**src/pkg/rcr_pkg.sv**
```systemverilog
package rcr_pkg;
    localparam logic [7:0] HDR_BYTE = 8'hff;
    localparam logic [7:0] SIZE_BYTE = 8'h02;
    localparam logic [7:0] ESC_BYTE = 8'hfe;
    localparam logic [7:0] ACK_BYTE = 8'h06;
    localparam logic [7:0] ADDR_BANNER_NV = 8'h0a;
    localparam logic [7:0] ADDR_SENSE_NV = 8'h0b;
    localparam logic [7:0] ADDR_POWER_NV = 8'h0d;
    localparam logic [7:0] ADDR_SENSE = 8'h56;
    localparam logic [7:0] ADDR_POWER = 8'h58;
    localparam logic [7:0] ADDR_WAKE_ACK = 8'h59;
    localparam logic [7:0] ADDR_WAKE_ACK_NV = 8'h0e;
    localparam logic [7:0] BANNER_OFF = 8'h00;
    localparam logic [7:0] BANNER_ON = 8'h01;
    localparam logic [7:0] SENSE_OFF = 8'h00;
    localparam logic [7:0] SENSE_FREE = 8'h01;
    localparam logic [7:0] SENSE_POLICED = 8'h02;
    localparam logic [7:0] POWER_AWAKE = 8'h00;
    localparam logic [7:0] POWER_SLEEP = 8'h01;
    localparam logic [7:0] BANNER_RST = 8'h01;
    localparam logic [7:0] SENSE_RST = 8'h00;
    localparam logic [7:0] POWER_RST = 8'h00;
    localparam logic [7:0] WAKE_ACK_RST = 8'h01;
    localparam int CLK_HZ = 20_000_000;
    localparam int POLICE_S = 180;
    localparam int BUDGET_MS = 33_300;
    localparam int POLICE_PERIOD_MS = 3_600_000;
    // Budget share of one policing interval, in ms (33.3 s per hour)
    localparam int BUDGET_WIN_MS = BUDGET_MS / (POLICE_PERIOD_MS / (POLICE_S * 1000));
    localparam int MS_CYCLES = CLK_HZ / 1000;
    localparam int TICK_W = 16;
    localparam int MS_W = 20;
    localparam int BANNER_LEN = 8;
    // Arbitrary neutral version text
    localparam logic [8*BANNER_LEN-1:0] BANNER_TEXT = 64'h52_41_44_49_4f_20_30_0d;
endpackage

```
**src/pkg/rcr_tx_if.sv**
```systemverilog
`timescale 1ns/1ps
`default_nettype none
interface rcr_tx_if;
    logic req;
    logic busy;
    logic clear;
    logic [7:0] slot;
    modport ctrl (output req, output slot, output clear, input busy);
    modport pol (input req, input slot, input clear, output busy);
endinterface
`default_nettype wire

```
**src/rtl/rcr_config_top.sv**
```systemverilog
// Overview of operation
// - FF 02 FE addr is a read
// - Read answers 06, address, value
// - FF 02 addr value is a write
// - Banner 00 sends no start-up message
// - Banner 01 sends message after each reset
// - Incoming bytes dropped during banner
// - Banner lives only at non-volatile 0x0a
// - Sensing mode transmits only on free channel
// - Mode 00 transmits at once, unsensed
// - Mode 01 spreads time over free channels
// - Mode 02 caps channel time per interval
// - Power 00 awake, radio usable
// - Power 01 sleep, circuitry disabled
// - Volatile values kept across sleep
// - Corrupted volatile state forces reboot
// - Wake acknowledge follows the banner
`timescale 1ns/1ps
`default_nettype none
module rcr_config_top #(
    parameter int NCHAN = 8,
    parameter int WIN_S = 180
) (
    // Clock and reset
    input wire logic mclk,
    input wire logic reset,
    // Host serial byte stream
    input wire logic rx_valid,
    input wire logic [7:0] rx_data,
    output logic tx_valid,
    output logic [7:0] tx_data,
    input wire logic tx_ready,
    // Radio transmit path
    input wire logic pkt_ready,
    input wire logic chan_busy,
    input wire logic [7:0] chan_index,
    input wire logic air_done,
    output logic radio_tx,
    output logic sense_req,
    // Power and integrity
    input wire logic wake,
    input wire logic vol_corrupt,
    output logic radio_en,
    output logic asleep,
    output logic soft_reset,
    output logic [1:0] rcr_sense_mode
);
    import rcr_pkg::*;

    if (NCHAN < 1 || NCHAN > 256 || WIN_S < 1 || WIN_S > 1048) begin : g_bad_param
        $error("rcr_config_top: unsupported parameters");
    end

    typedef enum {ST_BANNER, ST_WACK, ST_HDR, ST_SIZE, ST_ESC, ST_RADDR, ST_WVAL,
        ST_ACK, ST_RADR_OUT, ST_RVAL} rcr_state_t;
    typedef enum {TX_IDLE, TX_SENSE, TX_ON} rcr_tx_t;

    rcr_state_t st_q;
    rcr_tx_t tx_st_q;
    logic [7:0] banner_nv_q, sense_nv_q, power_nv_q, wack_nv_q;
    logic [7:0] sense_q, power_q, wack_q;
    logic [7:0] addr_q;
    logic [$clog2(BANNER_LEN+1)-1:0] bidx_q;
    logic boot_q;
    logic fire;
    logic policed_busy;
    logic [7:0] slot_q;
    logic [7:0] last_chan_q;
    logic spread_wait_q;
    logic spread_wait;
    logic chan_free;
    rcr_tx_if txi ();

    function automatic logic sense_ok(input logic [7:0] v);
        return v == SENSE_OFF || v == SENSE_FREE || v == SENSE_POLICED;
    endfunction
    function automatic logic bool_ok(input logic [7:0] v);
        return v == 8'h00 || v == 8'h01;
    endfunction
    function automatic logic [7:0] reg_read(input logic [7:0] a, input logic [7:0] bn,
        input logic [7:0] sn, input logic [7:0] pn, input logic [7:0] wn,
        input logic [7:0] s, input logic [7:0] p, input logic [7:0] w);
        case (a)
            ADDR_BANNER_NV: return bn;
            ADDR_SENSE_NV: return sn;
            ADDR_POWER_NV: return pn;
            ADDR_WAKE_ACK_NV: return wn;
            ADDR_SENSE: return s;
            ADDR_POWER: return p;
            ADDR_WAKE_ACK: return w;
            default: return 8'h00;
        endcase
    endfunction

    assign fire = !tx_valid || tx_ready;
    assign policed_busy = txi.busy;
    assign chan_free = !chan_busy && !(sense_q == SENSE_POLICED && policed_busy);
    // Free mode: the last channel used yields one sense cycle to the others
    assign spread_wait = sense_q == SENSE_FREE && chan_index == last_chan_q && !spread_wait_q;

    // Frame parser and reply sequencer
    always_ff @(posedge mclk) begin
        if (reset || soft_reset) begin
            st_q <= ST_BANNER;
            addr_q <= 8'h00;
            bidx_q <= '0;
            boot_q <= 1'b1;
        end else begin
            case (st_q)
                ST_BANNER: begin
                    // rx is ignored here
                    if (boot_q) begin
                        boot_q <= 1'b0;
                        if (banner_nv_q == BANNER_OFF) st_q <= ST_WACK;
                    end else if (fire) begin
                        if (int'(bidx_q) == BANNER_LEN) st_q <= ST_WACK;
                        else bidx_q <= bidx_q + 1'b1;
                    end
                end
                ST_WACK: if (fire) st_q <= ST_HDR;
                ST_HDR: if (rx_valid && rx_data == HDR_BYTE) st_q <= ST_SIZE;
                ST_SIZE: if (rx_valid) st_q <= (rx_data == SIZE_BYTE) ? ST_ESC : ST_HDR;
                ST_ESC: if (rx_valid) begin
                    addr_q <= rx_data;
                    st_q <= (rx_data == ESC_BYTE) ? ST_RADDR : ST_WVAL;
                end
                ST_RADDR: if (rx_valid) begin
                    addr_q <= rx_data;
                    st_q <= ST_ACK;
                end
                ST_WVAL: if (rx_valid) st_q <= ST_HDR;
                ST_ACK: if (fire) st_q <= ST_RADR_OUT;
                ST_RADR_OUT: if (fire) st_q <= ST_RVAL;
                ST_RVAL: if (fire) st_q <= ST_HDR;
                default: st_q <= ST_HDR;
            endcase
        end
    end

    // Reply byte stream
    always_ff @(posedge mclk) begin
        if (reset || soft_reset) begin
            tx_valid <= 1'b0;
            tx_data <= 8'h00;
        end else if (fire) begin
            tx_valid <= 1'b0;
            case (st_q)
                ST_BANNER: if (!boot_q && int'(bidx_q) < BANNER_LEN) begin
                    tx_valid <= 1'b1;
                    tx_data <= BANNER_TEXT[8*(BANNER_LEN-1-int'(bidx_q)) +: 8];
                end
                ST_WACK: if (wack_q == 8'h01) begin
                    tx_valid <= 1'b1;
                    tx_data <= ACK_BYTE;
                end
                ST_ACK: begin
                    tx_valid <= 1'b1;
                    tx_data <= ACK_BYTE;
                end
                ST_RADR_OUT: begin
                    tx_valid <= 1'b1;
                    tx_data <= addr_q;
                end
                ST_RVAL: begin
                    tx_valid <= 1'b1;
                    tx_data <= reg_read(addr_q, banner_nv_q, sense_nv_q, power_nv_q,
                        wack_nv_q, sense_q, power_q, wack_q);
                end
                default: tx_valid <= 1'b0;
            endcase
        end
    end

    // Non-volatile bank survives soft reset; only power-on reset loads defaults
    always_ff @(posedge mclk) begin
        if (reset) begin
            banner_nv_q <= BANNER_RST;
            sense_nv_q <= SENSE_RST;
            power_nv_q <= POWER_RST;
            wack_nv_q <= WAKE_ACK_RST;
        end else if (st_q == ST_WVAL && rx_valid) begin
            case (addr_q)
                ADDR_BANNER_NV: if (bool_ok(rx_data)) banner_nv_q <= rx_data;
                ADDR_SENSE_NV: if (sense_ok(rx_data)) sense_nv_q <= rx_data;
                ADDR_POWER_NV: if (bool_ok(rx_data)) power_nv_q <= rx_data;
                ADDR_WAKE_ACK_NV: if (bool_ok(rx_data)) wack_nv_q <= rx_data;
                default: ;
            endcase
        end
    end

    // Volatile bank reloads from the non-volatile bank on soft reset; power-on reset loads the defaults
    always_ff @(posedge mclk) begin
        if (reset) begin
            sense_q <= SENSE_RST;
            power_q <= POWER_RST;
            wack_q <= WAKE_ACK_RST;
        end else if (soft_reset) begin
            sense_q <= sense_nv_q;
            power_q <= power_nv_q;
            wack_q <= wack_nv_q;
        end else if (st_q == ST_WVAL && rx_valid) begin
            case (addr_q)
                ADDR_SENSE: if (sense_ok(rx_data)) sense_q <= rx_data;
                ADDR_POWER: if (bool_ok(rx_data)) power_q <= rx_data;
                ADDR_WAKE_ACK: if (bool_ok(rx_data)) wack_q <= rx_data;
                default: ;
            endcase
        end else if (wake && power_q == POWER_SLEEP) begin
            power_q <= POWER_AWAKE; // Other volatile values held
        end
    end

    // Corrupted volatile state after sleep forces reboot
    always_ff @(posedge mclk) begin
        if (reset) soft_reset <= 1'b0;
        else soft_reset <= wake && power_q == POWER_SLEEP && vol_corrupt;
    end

    always_ff @(posedge mclk) begin
        if (reset) begin
            radio_en <= 1'b1;
            asleep <= 1'b0;
            rcr_sense_mode <= 2'b00;
        end else begin
            radio_en <= power_q == POWER_AWAKE;
            asleep <= power_q == POWER_SLEEP;
            rcr_sense_mode <= sense_q[1:0];
        end
    end

    // Radio transmit gating
    always_ff @(posedge mclk) begin
        if (reset || soft_reset || power_q != POWER_AWAKE) begin
            tx_st_q <= TX_IDLE;
            radio_tx <= 1'b0;
            sense_req <= 1'b0;
            slot_q <= 8'h00;
            last_chan_q <= 8'h00;
            spread_wait_q <= 1'b0;
        end else begin
            case (tx_st_q)
                TX_IDLE: if (pkt_ready) begin
                    if (sense_q == SENSE_OFF) begin
                        tx_st_q <= TX_ON;
                        radio_tx <= 1'b1;
                    end else begin
                        tx_st_q <= TX_SENSE;
                        sense_req <= 1'b1;
                    end
                end
                TX_SENSE: begin
                    slot_q <= chan_index;
                    if (chan_free && !spread_wait) begin
                        tx_st_q <= TX_ON;
                        radio_tx <= 1'b1;
                        sense_req <= 1'b0;
                        last_chan_q <= chan_index;
                        spread_wait_q <= 1'b0;
                    end else if (chan_free) begin
                        spread_wait_q <= 1'b1;
                    end
                end
                TX_ON: if (air_done) begin
                    tx_st_q <= TX_IDLE;
                    radio_tx <= 1'b0;
                end
                default: tx_st_q <= TX_IDLE;
            endcase
        end
    end

    assign txi.req = radio_tx;
    assign txi.slot = (tx_st_q == TX_SENSE) ? chan_index : slot_q;
    assign txi.clear = sense_q != SENSE_POLICED;

    rcr_duty_police #(.WIN_S(WIN_S), .NCHAN(NCHAN)) u_police (
        .mclk(mclk),
        .reset(reset),
        .tx_on(radio_tx),
        .tx(txi)
    );
endmodule
`default_nettype wire

```
**src/rtl/rcr_duty_police.sv**
```systemverilog
`timescale 1ns/1ps
`default_nettype none
module rcr_duty_police
    import rcr_pkg::*;
#(
    parameter int WIN_S = POLICE_S,
    parameter int NCHAN = 8
) (
    input wire logic mclk,
    input wire logic reset,
    input wire logic tx_on,
    rcr_tx_if.pol tx
);
    import rcr_pkg::*;
    // Budget scaled to the policing interval actually used
    localparam int BUDGET = BUDGET_WIN_MS * WIN_S / POLICE_S;
    localparam int WIN_MS = WIN_S * 1000;
    if (NCHAN < 1 || NCHAN > 256 || BUDGET < 1 || WIN_MS > 2 ** MS_W) begin : g_bad_param
        $error("rcr_duty_police: unsupported parameters");
    end
    logic [TICK_W-1:0] tick_q;
    logic ms_q;
    logic [MS_W-1:0] win_q;
    logic [MS_W-1:0] used_q [NCHAN];
    logic [7:0] chan;
    assign chan = (int'(tx.slot) < NCHAN) ? tx.slot : 8'h00;
    assign tx.busy = used_q[chan % NCHAN] >= MS_W'(BUDGET);

    always_ff @(posedge mclk) begin
        if (reset || tick_q == TICK_W'(MS_CYCLES - 1)) begin
            tick_q <= '0;
        end else begin
            tick_q <= tick_q + 1'b1;
        end
    end
    always_ff @(posedge mclk) begin
        ms_q <= !reset && tick_q == TICK_W'(MS_CYCLES - 1);
    end
    // Channel budgets reload every policing interval
    always_ff @(posedge mclk) begin
        if (reset || tx.clear || (ms_q && win_q == MS_W'(WIN_MS - 1))) begin
            win_q <= '0;
            for (int i = 0; i < NCHAN; i++) used_q[i] <= '0;
        end else if (ms_q) begin
            win_q <= win_q + 1'b1;
            if (tx_on && tx.req && !tx.busy) used_q[chan % NCHAN] <= used_q[chan % NCHAN] + 1'b1;
        end
    end
endmodule
`default_nettype wire
```
**config.mk**
```make
export PLATFORM = sky130hd
export DESIGN_NAME = rcr_config_top
export DESIGN_NICKNAME = d
export VERILOG_FILES = /design/src/pkg/rcr_pkg.sv /design/src/pkg/rcr_tx_if.sv /design/src/rtl/rcr_config_top.sv /design/src/rtl/rcr_duty_police.sv
export SDC_FILE = /design/constraint.sdc
export NUM_CORES = 1
export LEC_CHECK = 0
export BUFFER_PORTS_ARGS = -buffer_cell sky130_fd_sc_hd__buf_2
export CAP_MARGIN = 20
export CORE_ASPECT_RATIO = 1.25
export CORE_UTILIZATION = 40
export DETAILED_ROUTE_END_ITERATION = 10
export PLACE_DENSITY = 0.57
export SLEW_MARGIN = 20
export SYNTH_ARGS = -nofsm -noshare
export SYNTH_HDL_FRONTEND = slang
export SYNTH_SLANG_ARGS = --single-unit
```
**constraint.sdc**
```tcl
create_clock -name mclk -period 14.56 [get_ports mclk]
set_input_delay 2.184 -clock mclk [delete_from_list [all_inputs] [get_ports mclk]]
set_output_delay 2.184 -clock mclk [all_outputs]
set_load 0.02 [all_outputs]
```
-- After elaboration in Yosys (flattened, before gate mapping)
Memory sizes are Yosys's and may differ from the RTL's.
Index checks and enable logic that the tools add are counted.
Widths: inputs -> output; s select.
- bits of input ports: 25
- memory bits (writable): 160
- word-level logic and storage cells: 218
- bits in registers: 203
- memories: 1
- memories (memory ; depth ; bits a word ; rd ports ; clocked after memory_dff ; wr ports ; RTL line ; RTL):
    u_police.used_q ; 8 ; 20 ; 1 ; 0 ; 8 ; rcr_duty_police.sv:24 ; logic [MS_W-1:0] used_q [NCHAN];
- mux-type cells: 61
- shifts and indexed selects: 1
- reductions and logical operators: 66
- order comparisons: 3
- bitwise operators: 2
- eq/ne operators: 53
- add/sub/neg operators: 5
- operator list (cell ; number):
    $mux 32 ; 15
    $pmux 32 s9 ; 1
    $eq 32x2->1 const B ; 4
    $eq 32x3->1 const B ; 4
    $mux 8 ; 15
    $eq 32x4->1 const B ; 3
    $pmux 32 s3 ; 1
    $eq 32x1->1 const B ; 2
    $logic_not 32->1 ; 2
    $shiftx 64x8->8 const A ; 1
    $pmux 8 s7 ; 1
    $add 20x1->20 const B ; 2
    $pmux 8 s5 ; 1
    $eq 8x1->1 const B ; 4
    $eq 8x4->1 const B ; 4
    $logic_not 8->1 ; 4
    $ne 2x2->1 const B ; 14
    $eq 8x7->1 const B ; 3
    $reduce_and 3->1 ; 8
    $eq 20x18->1 const B ; 1
    $ge 20x11->1 const B ; 1
    $mux 20 ; 1
    $reduce_or 20->1 ; 1
    $mux 1 ; 18
    32 further kinds ; 80

-- Depth between registers and ports, before layout
Gate-level depths: netlist of the first run.
An unclocked memory read counts as a cell.
- depth in word-level cells: 14
- depth in mapped cells: 18

-- By module
From an unflattened synthesis of the first run, not the netlist that was laid out.
- cell total of the unflattened synthesis: 1271
- area total of the unflattened synthesis: 13820.8 µm²
- modules (own cells, without submodules) (module ; cells an instance ; area each (µm²) ; times used):
    rcr_duty_police ; 679 ; 8635.8 ; 1
    rcr_config_top ; 592 ; 5185.0 ; 1

-- Worst setup path before layout of the first run
No wires, ideal clock.
- path type: input -> register
- start point: input port chan_index[6]
- end point: memory u_police.used_q[3][0], enable pin
- data arrival time: 5.733 ns
- cell stages on the path: 15
- slack: 8.451 ns
- cells stage by stage: or3_4 > or4_1 > buf_6 > a21oi_2 > a2bb2oi_1 > o21ai_0 > a221oi_1 > clkbuf_1 > ha_1 > nor4_2 > a31oi_1 > o21ai_2 > nand4_1 > buf_2 > nand2_1
- RTL lines (what ; RTL line ; RTL):
    from (decl) ; rcr_config_top.sv:36 ; input wire logic [7:0] chan_index,
    to (decl) ; rcr_duty_police.sv:24 ;

==> metrics.log, run 1 <==
[metrics] CTS Root Cell: sky130_fd_sc_hd__clkbuf_16
[metrics] core region area: around 33000 sq um
[metrics] hold slack: between 0.4 and 0.5 ns
[metrics] clock-pin slew on the worst setup and hold paths: 0.06 ns
[metrics] Fill cells: around 3.1k
[metrics] net count of the finished layout: 1398
[metrics] final routed DRC violation total: 12
[metrics] TritonCTS Buffers: 35
[metrics] vias after detailed routing: roughly 9.8k
[metrics] Pins Over Slew Limit: 0
[metrics] type of the worst setup path: in -> reg
[metrics] via count of the first global-routing pass: 9518
[metrics] fmax: approximately 0.14 GHz
[metrics] aggregate routed wire length: around 35000 microns
[metrics] Die Y: a little over 200 microns
[metrics] flip-flop and latch count after synthesis: 305
[metrics] Avg Vias per Cell: about 5.4
[metrics] final weighted congestion of routability-driven global placement: about 0.95
[metrics] distinct cell type count after synthesis: 84
[metrics] Setup Total Neg Slack: 0 ns
[metrics] total power per unit cell area: roughly 120 nW/um^2
[metrics] layout cell share with drive strength beyond 1: around 11%
[metrics] overall routing resource usage: between 20% and 30%
[metrics] cells resized by post-CTS repair: 0
[metrics] Skew-Pair Late Insertion Delay: roughly 0.51 ns
[metrics] num rows: 74
[metrics] Static Leakage: 5.62 nW
[metrics] number of synthesized flops with an enable pin: between 150 and 200
[metrics] post-CTS setup repair buffer count: 0
[metrics] routed length per instance: ~19 microns
[metrics] number of antenna violations at the first check in global routing: 0
[metrics] final hold violation count: 0
[metrics] # H-tree levels: 2
[metrics] CTS sink cnt: around 310
[metrics] skew final: roughly 0.011 ns
[metrics] Worst-Margin Slew: around 1.0 ns
[metrics] worst endpoint data arrival time: 7.24 ns
[metrics] area fraction of the dominant cell type after synthesis: ~36%
[metrics] Critical path origin: chan_index[6]
[metrics] number of violations reported at the end of detailed-routing iteration 0: slightly above 700
[metrics] Die Area: 34100 sq um
[metrics] Hold Buf Count CTS: 0
[metrics] first-pass GRT wire length: approximately 54000 microns
[metrics] Post-synth top flop: sky130_fd_sc_hd__edfxtp_1
[metrics] maximum number of pins on one net before global-route repair: between 40 and 50
[metrics] estimated wirelength of the detail-placed design: 24600 microns
[metrics] Syn Area/Cell: 10.5 sq um
[metrics] max_slew headroom: a little under a third
[metrics] top cell type by total area after synthesis: sky130_fd_sc_hd__edfxtp_1
[metrics] P&R area growth vs syn: 14.9%
[metrics] number of max-cap violations: 0
[metrics] clock tree from TritonCTS: done
[metrics] effective utilization at floorplan: roughly two fifths
[metrics] count of final setup violators: 0
[metrics] count of yosys warnings during synthesis: 0
[metrics] beginning of the worst hold path: slot_q[3]$_SDFFE_PP0P_
[metrics] Tightest Hold Check Type: reg -> reg
[metrics] post-route ant nets: 0
[metrics] diodes inserted: 0
[metrics] share of async-settable or async-resettable flops after synthesis: 0%
[metrics] maximum fanout along the worst path: 20
[metrics] drt pass-1 iters: 8
[metrics] Ports: 41
[metrics] maximum buffer depth of the clock tree: 3
[metrics] required time at the worst-slack endpoint: roughly 15 ns
[metrics] min Tclk post-route: between 7 and 8 ns
[metrics] post-synthesis sequential area ratio: between 50% and 60%
[metrics] Gate Count Post-Synth: 1267
[metrics] result of the run: finished, violations left
[metrics] unrepaired setup endpoints after global routing: false
[metrics] reg-to-reg critical path startpoint: tx_st_q[1]$_SDFFE_PP0P_
[metrics] violations in the final reports: DRC
[metrics] Setup crit end kind: register
[metrics] cells taking the most area after synthesis: sky130_fd_sc_hd__edfxtp_1 36%, sky130_fd_sc_hd__dfxtp_1 22%, sky130_fd_sc_hd__nor2_1 6.3%, sky130_fd_sc_hd__nand2_1 3.3%, sky130_fd_sc_hd__mux2i_1 2.6%
[metrics] nature of the critical path startpoint: primary input
[metrics] count of port buffers added during placement: 40
[metrics] Period Utilization, post-route: between 40% and 50%
[metrics] Overflow after GRT: 0
[metrics] width of the die: around 170 microns
[metrics] Syn Std Cell Area: about 13000 sq um
[metrics] largest vdd supply drop: ~0.000093 V
[placed cells by master, fill, tap and decap left out, types with 11 or more instances in the layout]
cell                        netlist  final
sky130_fd_sc_hd__a21oi_1         61     61
sky130_fd_sc_hd__a221oi_1        16     16
sky130_fd_sc_hd__a22oi_1         18     18
sky130_fd_sc_hd__and2_1          34     34
sky130_fd_sc_hd__and3_1          15     15
sky130_fd_sc_hd__buf_2           13     40
sky130_fd_sc_hd__buf_4            2     14
sky130_fd_sc_hd__clkbuf_1        43     15
sky130_fd_sc_hd__clkbuf_16        0     37
sky130_fd_sc_hd__conb_1           1     72
sky130_fd_sc_hd__dfxtp_1        145    145
sky130_fd_sc_hd__edfxtp_1       160    160
sky130_fd_sc_hd__inv_1           18     18
sky130_fd_sc_hd__mux2_2          12     12
sky130_fd_sc_hd__mux2i_1         34     34
sky130_fd_sc_hd__nand2_1        119    119
sky130_fd_sc_hd__nand3_1         26     26
sky130_fd_sc_hd__nand3b_1        11     11
sky130_fd_sc_hd__nand4_1         22     22
sky130_fd_sc_hd__nor2_1         223    223
sky130_fd_sc_hd__nor2b_1         14     14
sky130_fd_sc_hd__nor3_1          27     27
sky130_fd_sc_hd__nor4_1          15     15
sky130_fd_sc_hd__o21ai_0         31     31
sky130_fd_sc_hd__xnor2_1         16     14
sky130_fd_sc_hd__xor2_1          35     34
[through the flow]
stage | power (mW) | instance area [sq um] | utilization [%] | cells | worst slack (ns)
floorplan | 0.966 | 13600 | - | 1338 | 8.45
global placement | 0.982 | 14200 | 43.2 | 1748 | 7.08
detailed placement | 0.983 | 14200 | 43.3 | 1748 | 7.00
finish | 1.83 | 15300 | 46.8 | 1811 | 7.46
CTS | 1.85 | 15300 | 46.7 | 1811 | 7.53
global route | 1.89 | 15300 | 46.8 | 1811 | 7.12
[cell families after synthesis]
kind of cell	count (synthesis)	synth area share (%)
buffers and inverters	80	2.54
adder cells (fa/ha/maj)	6	0.563
flip-flops	305	57.8
multiplexers	50	4.24
XOR/XNOR	51	3.35
AND/OR/NAND/NOR	561	20.2
other	1	0.0281
AO/OA/AOI/OAI	213	11.3
[area by class of cell]
type	count	area, sq um	share of cell area [%]
Sequential cell	305	7710	50.3
Multi-Input combinational cell	953	5590	36.5
Clock buffer	56	1040	6.77
Tap cell	418	523	3.41
Timing Repair Buffer	54	305	1.99
Clock inverter	7	93.8	0.612
Inverter	18	67.6	0.441
[metal layers]
layer / vias up / wire, microns / share of wire [%] / track usage [%]
li1: 4736 / - / - / -
met1: 4699 / 14200 / 41 / 24.3
met2: 257 / 17700 / 51 / 37.3
met3: 83 / 1390 / 4.0 / 3.35
met4: 0 / 1590 / 4.5 / 10.6
met5: - / 0 / 0 / 0
[worst paths after layout]
check	endpoint	slack (ns)	depth (start not counted)
setup / recovery	u_police.used_q[6][16]$_SDFFCE_PN0P_	7.46	16
hold / removal	slot_q[3]$_SDFFE_PP0P_	0.45	2
setup reg to reg	u_police.used_q[6][16]$_SDFFCE_PN0P_	8.33	13
hold reg to reg	slot_q[3]$_SDFFE_PP0P_	0.45	2
[Yosys cell counts, types with 22 or more instances]
cell type / number
sky130_fd_sc_hd__nand3_1: 26
sky130_fd_sc_hd__a21oi_1: 61
sky130_fd_sc_hd__nor2_1: 223
sky130_fd_sc_hd__nor3_1: 27
sky130_fd_sc_hd__clkbuf_1: 43
sky130_fd_sc_hd__and2_1: 34
sky130_fd_sc_hd__mux2i_1: 34
sky130_fd_sc_hd__nand4_1: 22
sky130_fd_sc_hd__xor2_1: 35
sky130_fd_sc_hd__edfxtp_1: 160
sky130_fd_sc_hd__nand2_1: 119
sky130_fd_sc_hd__dfxtp_1: 145
sky130_fd_sc_hd__o21ai_0: 31
[where the power goes]
part	switching (mW)	leakage, nW	total [mW]	internal (mW)
Clock	0.336	0.543	0.861	0.524
Sequential	0.00768	3.02	0.922	0.915
Combinational	0.0278	2.06	0.0427	0.0149
Total	0.372	5.62	1.83	1.45
[flip-flops by register name, summed over array words and instances (netlist names), 2 cells and up]
register / count
u_police.used_q: 160
u_police.win_q: 20
u_police.tick_q: 16
addr_q: 8
banner_nv_q: 8
last_chan_q: 8
power_nv_q: 8
power_q: 8
sense_nv_q: 8
sense_q: 8
slot_q: 8
tx_data: 8
wack_nv_q: 8
wack_q: 8
bidx_q: 4
st_q: 4
rcr_sense_mode: 2
tx_st_q: 2
[worst max-delay path, stage by stage]
cell	delay [ns]
sky130_fd_sc_hd__buf_2	0.12
sky130_fd_sc_hd__or3_4	0.41
sky130_fd_sc_hd__or4_1	0.70
sky130_fd_sc_hd__a21oi_2	0.44
sky130_fd_sc_hd__a2bb2oi_1	0.11
sky130_fd_sc_hd__o21ai_0	0.19
sky130_fd_sc_hd__a221oi_1	0.16
sky130_fd_sc_hd__buf_4	0.29
sky130_fd_sc_hd__inv_1	0.06
sky130_fd_sc_hd__ha_1	0.14
sky130_fd_sc_hd__inv_1	0.05
sky130_fd_sc_hd__nor4_2	0.32
sky130_fd_sc_hd__a31oi_1	0.18
sky130_fd_sc_hd__o21ai_2	0.52
sky130_fd_sc_hd__nand4_1	0.53
sky130_fd_sc_hd__nand2_1	0.80
Note: power is estimated with default switching activity, not from simulation.
==> inputs of run 2 (changes only) <==
Clock period 14.56 ns to 6.6 ns, I/O delays scaled along.
==> run 2 against run 1 <==
Register-to-register slack worse by 7.1 ns; the run still ends with DRC left; sequential share of layout area is 0.36 points lower; combinational power is 120% higher; count of clock-buffer cells in the layout is 5 lower; die area stayed put; power is 120% higher; design area is 0.72% higher; setup slack worse by 6.3 ns; largest cell class unchanged; critical path depth is 1 higher; sequential cell count stayed put; non-clock buffer count is 25 higher; routed wire length is 0.86% higher.
==> metrics.log, run 2 (synthesis gave the netlist of run 1 again) <==
[metrics] vias after detailed routing: 9892 (+1.2%)
[metrics] core region area: 32800 sq um (unchanged)
[metrics] Die Area: 34100 sq um (unchanged)
[metrics] Setup crit end kind: register
[metrics] Pins Over Slew Limit: 0 (unchanged)
[metrics] most repeated library cell on the critical path: sky130_fd_sc_hd__buf_4
[metrics] Critical-path top delay cell: sky130_fd_sc_hd__nand2b_1
[metrics] overall routing resource usage: 21.1% (+0.044 points)
[metrics] Static Leakage: 5.71 nW (+1.6%)
[metrics] number of buffer and inverter instances along the worst setup path: 5 (+1)
[metrics] beginning of the worst hold path: slot_q[7]$_SDFFE_PP0P_
[metrics] biggest registers after layout: u_police.used_q x160, u_police.win_q x20, u_police.tick_q x16
[metrics] width of the die: 165 microns (unchanged)
[metrics] violations in the final reports: DRC
[metrics] number of antenna violations at the first check in global routing: 0 (unchanged)
[metrics] CTS sink cnt: 305 (unchanged)
[metrics] worst stage delay on the critical path: 0.78 ns (-0.02 ns)
[metrics] nature of the critical path startpoint: register
[metrics] CTS Root Cell: sky130_fd_sc_hd__clkbuf_16
[metrics] most frequent cells in the layout: 223 x sky130_fd_sc_hd__nor2_1, 160 x sky130_fd_sc_hd__edfxtp_1, 145 x sky130_fd_sc_hd__dfxtp_1
[metrics] clock-pin slew on the worst setup and hold paths: 0.06 ns (about the same)
[metrics] CP cell instances: nand2b_1 -> nand3_2 -> a21oi_2 -> a2bb2oi_1 -> o21ai_0 -> a221oi_1 -> buf_4 -> inv_1 -> ha_1 -> inv_1 -> nor4_2 -> a31oi_1 -> o21ai_2 -> nand4_1 -> buf_4 -> nand2_1 -> buf_4
[metrics] type of the worst setup path: reg -> reg
[metrics] count of final setup violators: 0 (unchanged)
[metrics] max_slew headroom: 30.4% (+0.33 points)
[metrics] Ports: 41 (unchanged)
[metrics] first-pass GRT wire length: 53900 microns (+0.58%)
[metrics] final hold violation count: 0 (unchanged)
[metrics] largest vdd supply drop: 0.000168 V (+80%)
[metrics] via count of the first global-routing pass: 9495 (-0.24%)
[metrics] estimated wirelength of the detail-placed design: 25000 microns (+1.6%)
[metrics] number of violations reported at the end of detailed-routing iteration 0: 929 (+31%)
[metrics] aggregate routed wire length: 35200 microns (+0.86%)
[metrics] drt pass-1 iters: 8 (unchanged)
[metrics] P&R area growth vs syn: 15.7%
[metrics] net count of the finished layout: 1422 (+1.7%)
[metrics] final weighted congestion of routability-driven global placement: 0.931 (-1.8%)
[metrics] post-placement cell area: 14400 sq um (+1.3%)
[metrics] post-route ant nets: 0 (unchanged)
[metrics] maximum fanout along the worst path: 20 (unchanged)
[metrics] required time at the worst-slack endpoint: 6.83 ns (-7.87 ns)
[metrics] clock tree from TritonCTS: done
[metrics] num rows: 74 (unchanged)
[metrics] cells resized by post-CTS repair: 0 (unchanged)
[metrics] Worst-Margin Slew: 1.04 ns (-0.0125 ns)
[metrics] diodes inserted: 0 (unchanged)
[metrics] Avg Vias per Cell: 5.40 (about the same)
[metrics] Fill cells: 3138 (-0.32%)
[metrics] Largest delay share family, worst path: simple AND/OR/NAND/NOR gates
[metrics] TritonCTS Buffers: 34 (-2.9%)
[metrics] effective utilization at floorplan: 40.7% (unchanged)
[metrics] final routed DRC violation total: 12 (unchanged)
[metrics] worst endpoint data arrival time: 5.62 ns (-1.62 ns)
[metrics] Hold Buf Count CTS: 0 (unchanged)
[metrics] maximum number of pins on one net before global-route repair: 46 (unchanged)
[metrics] Critical path origin: tx_st_q[1]$_SDFFE_PP0P_
[metrics] # H-tree levels: 2 (unchanged)
[metrics] unrepaired setup endpoints after global routing: false
[metrics] maximum buffer depth of the clock tree: 3 (unchanged)
[metrics] number of max-cap violations: 0 (unchanged)
[metrics] most common cell after layout, fill and taps aside: sky130_fd_sc_hd__nor2_1
[metrics] Overflow after GRT: 0 (unchanged)
[metrics] result of the run: finished, violations left
[metrics] Die Y: 206 microns (unchanged)
[metrics] min Tclk post-route: approximately 5.4 ns
[metrics] post-CTS setup repair buffer count: 0 (unchanged)
[metrics] total power per unit cell area: 257 nW/um^2 (+120%)
[metrics] fin area: 15400 sq um (+0.72%)
[metrics] count of port buffers added during placement: 40 (unchanged)
[metrics] Setup Total Neg Slack: 0 ns (unchanged)
[metrics] layout cell share with drive strength beyond 1: 12.2% (+1.3 points)
[metrics] reg-to-reg critical path startpoint: tx_st_q[1]$_SDFFE_PP0P_
[metrics] fmax: approximately 0.19 GHz
[metrics] Tightest Hold Check Type: reg -> reg
[metrics] register containing the most flip-flops in the final layout: u_police.used_q
[metrics] number of flip-flops in the largest register: 160 (unchanged)
[metrics] Period Utilization, post-route: between 80% and 90%
[metrics] Skew-Pair Late Insertion Delay: 0.52 ns (about the same)
[metrics] routed length per instance: 19.2 microns (-0.35%)
[metrics] skew final: 0.0158 ns (+0.00442 ns)
==> run 2: layer usage <==
layer / vias to the layer above / part of all wire, % / global-route usage, % / wire length, microns
li1: 4773 / - / - / -
met1: 4753 / 41 / 24.9 / 14300
met2: 285 / 51 / 37.3 / 17800
met3: 81 / 4.7 / 3.51 / 1650
met4: 0 / 4.2 / 9.35 / 1480
met5: - / 0 / 0 / 0
==> run 2: report_power, final <==
| part | internal, mW | switching [mW] | leakage [nW] | total (mW) |
|---|---|---|---|---|
| Sequential | 2.02 | 0.0171 | 3.02 | 2.03 |
| Clock | 1.10 | 0.742 | 0.528 | 1.84 |
| Combinational | 0.0329 | 0.0616 | 2.16 | 0.0945 |
==> run 2: worst reg2reg max path, delay by kind of cell, from the launching register on <==
family	cells	cell delay, ns
simple gates	5	2.18
compound gates	6	1.53
buf+inv	5	0.83
flops	1	0.43
fa+ha+maj	1	0.13
==> run 2: area by class of cell <==
type	instances	area, sq um	area share [%]
inverters	18	67.6	0.438
clock inverters	9	101	0.657
clock buffers	51	976	6.32
flip-flops and latches	305	7710	49.9
repair buffers	79	493	3.19
well taps	418	523	3.39
multi-input cells	953	5570	36.1
==> run 2: final timing paths <==
check / to / slack (ns) / cells past startpoint
hold reg to reg: slot_q[7]$_SDFFE_PP0P_ / 0.46 / 2
setup / recovery: u_police.used_q[6][13]$_SDFFCE_PN0P_ / 1.21 / 17
setup reg to reg: u_police.used_q[6][13]$_SDFFCE_PN0P_ / 1.21 / 17
hold / removal: slot_q[7]$_SDFFE_PP0P_ / 0.46 / 2
==> run 2: per-stage QoR <==
step           setup WS (ns)  total power, mW  cells  hold WS [ns]  utilization, %
6_report                1.21             3.97   1833         0.455            47.1
5_1_grt                0.736             4.11   1833         0.469            47.1
4_1_cts                 1.24             4.03   1833         0.457            47.1
3_5_place_dp            1.02             2.17   1773         0.449            43.8
3_3_place_gp            1.03             2.17   1773         0.444            43.8
2_1_floorplan           1.68             2.13   1338         0.430               -
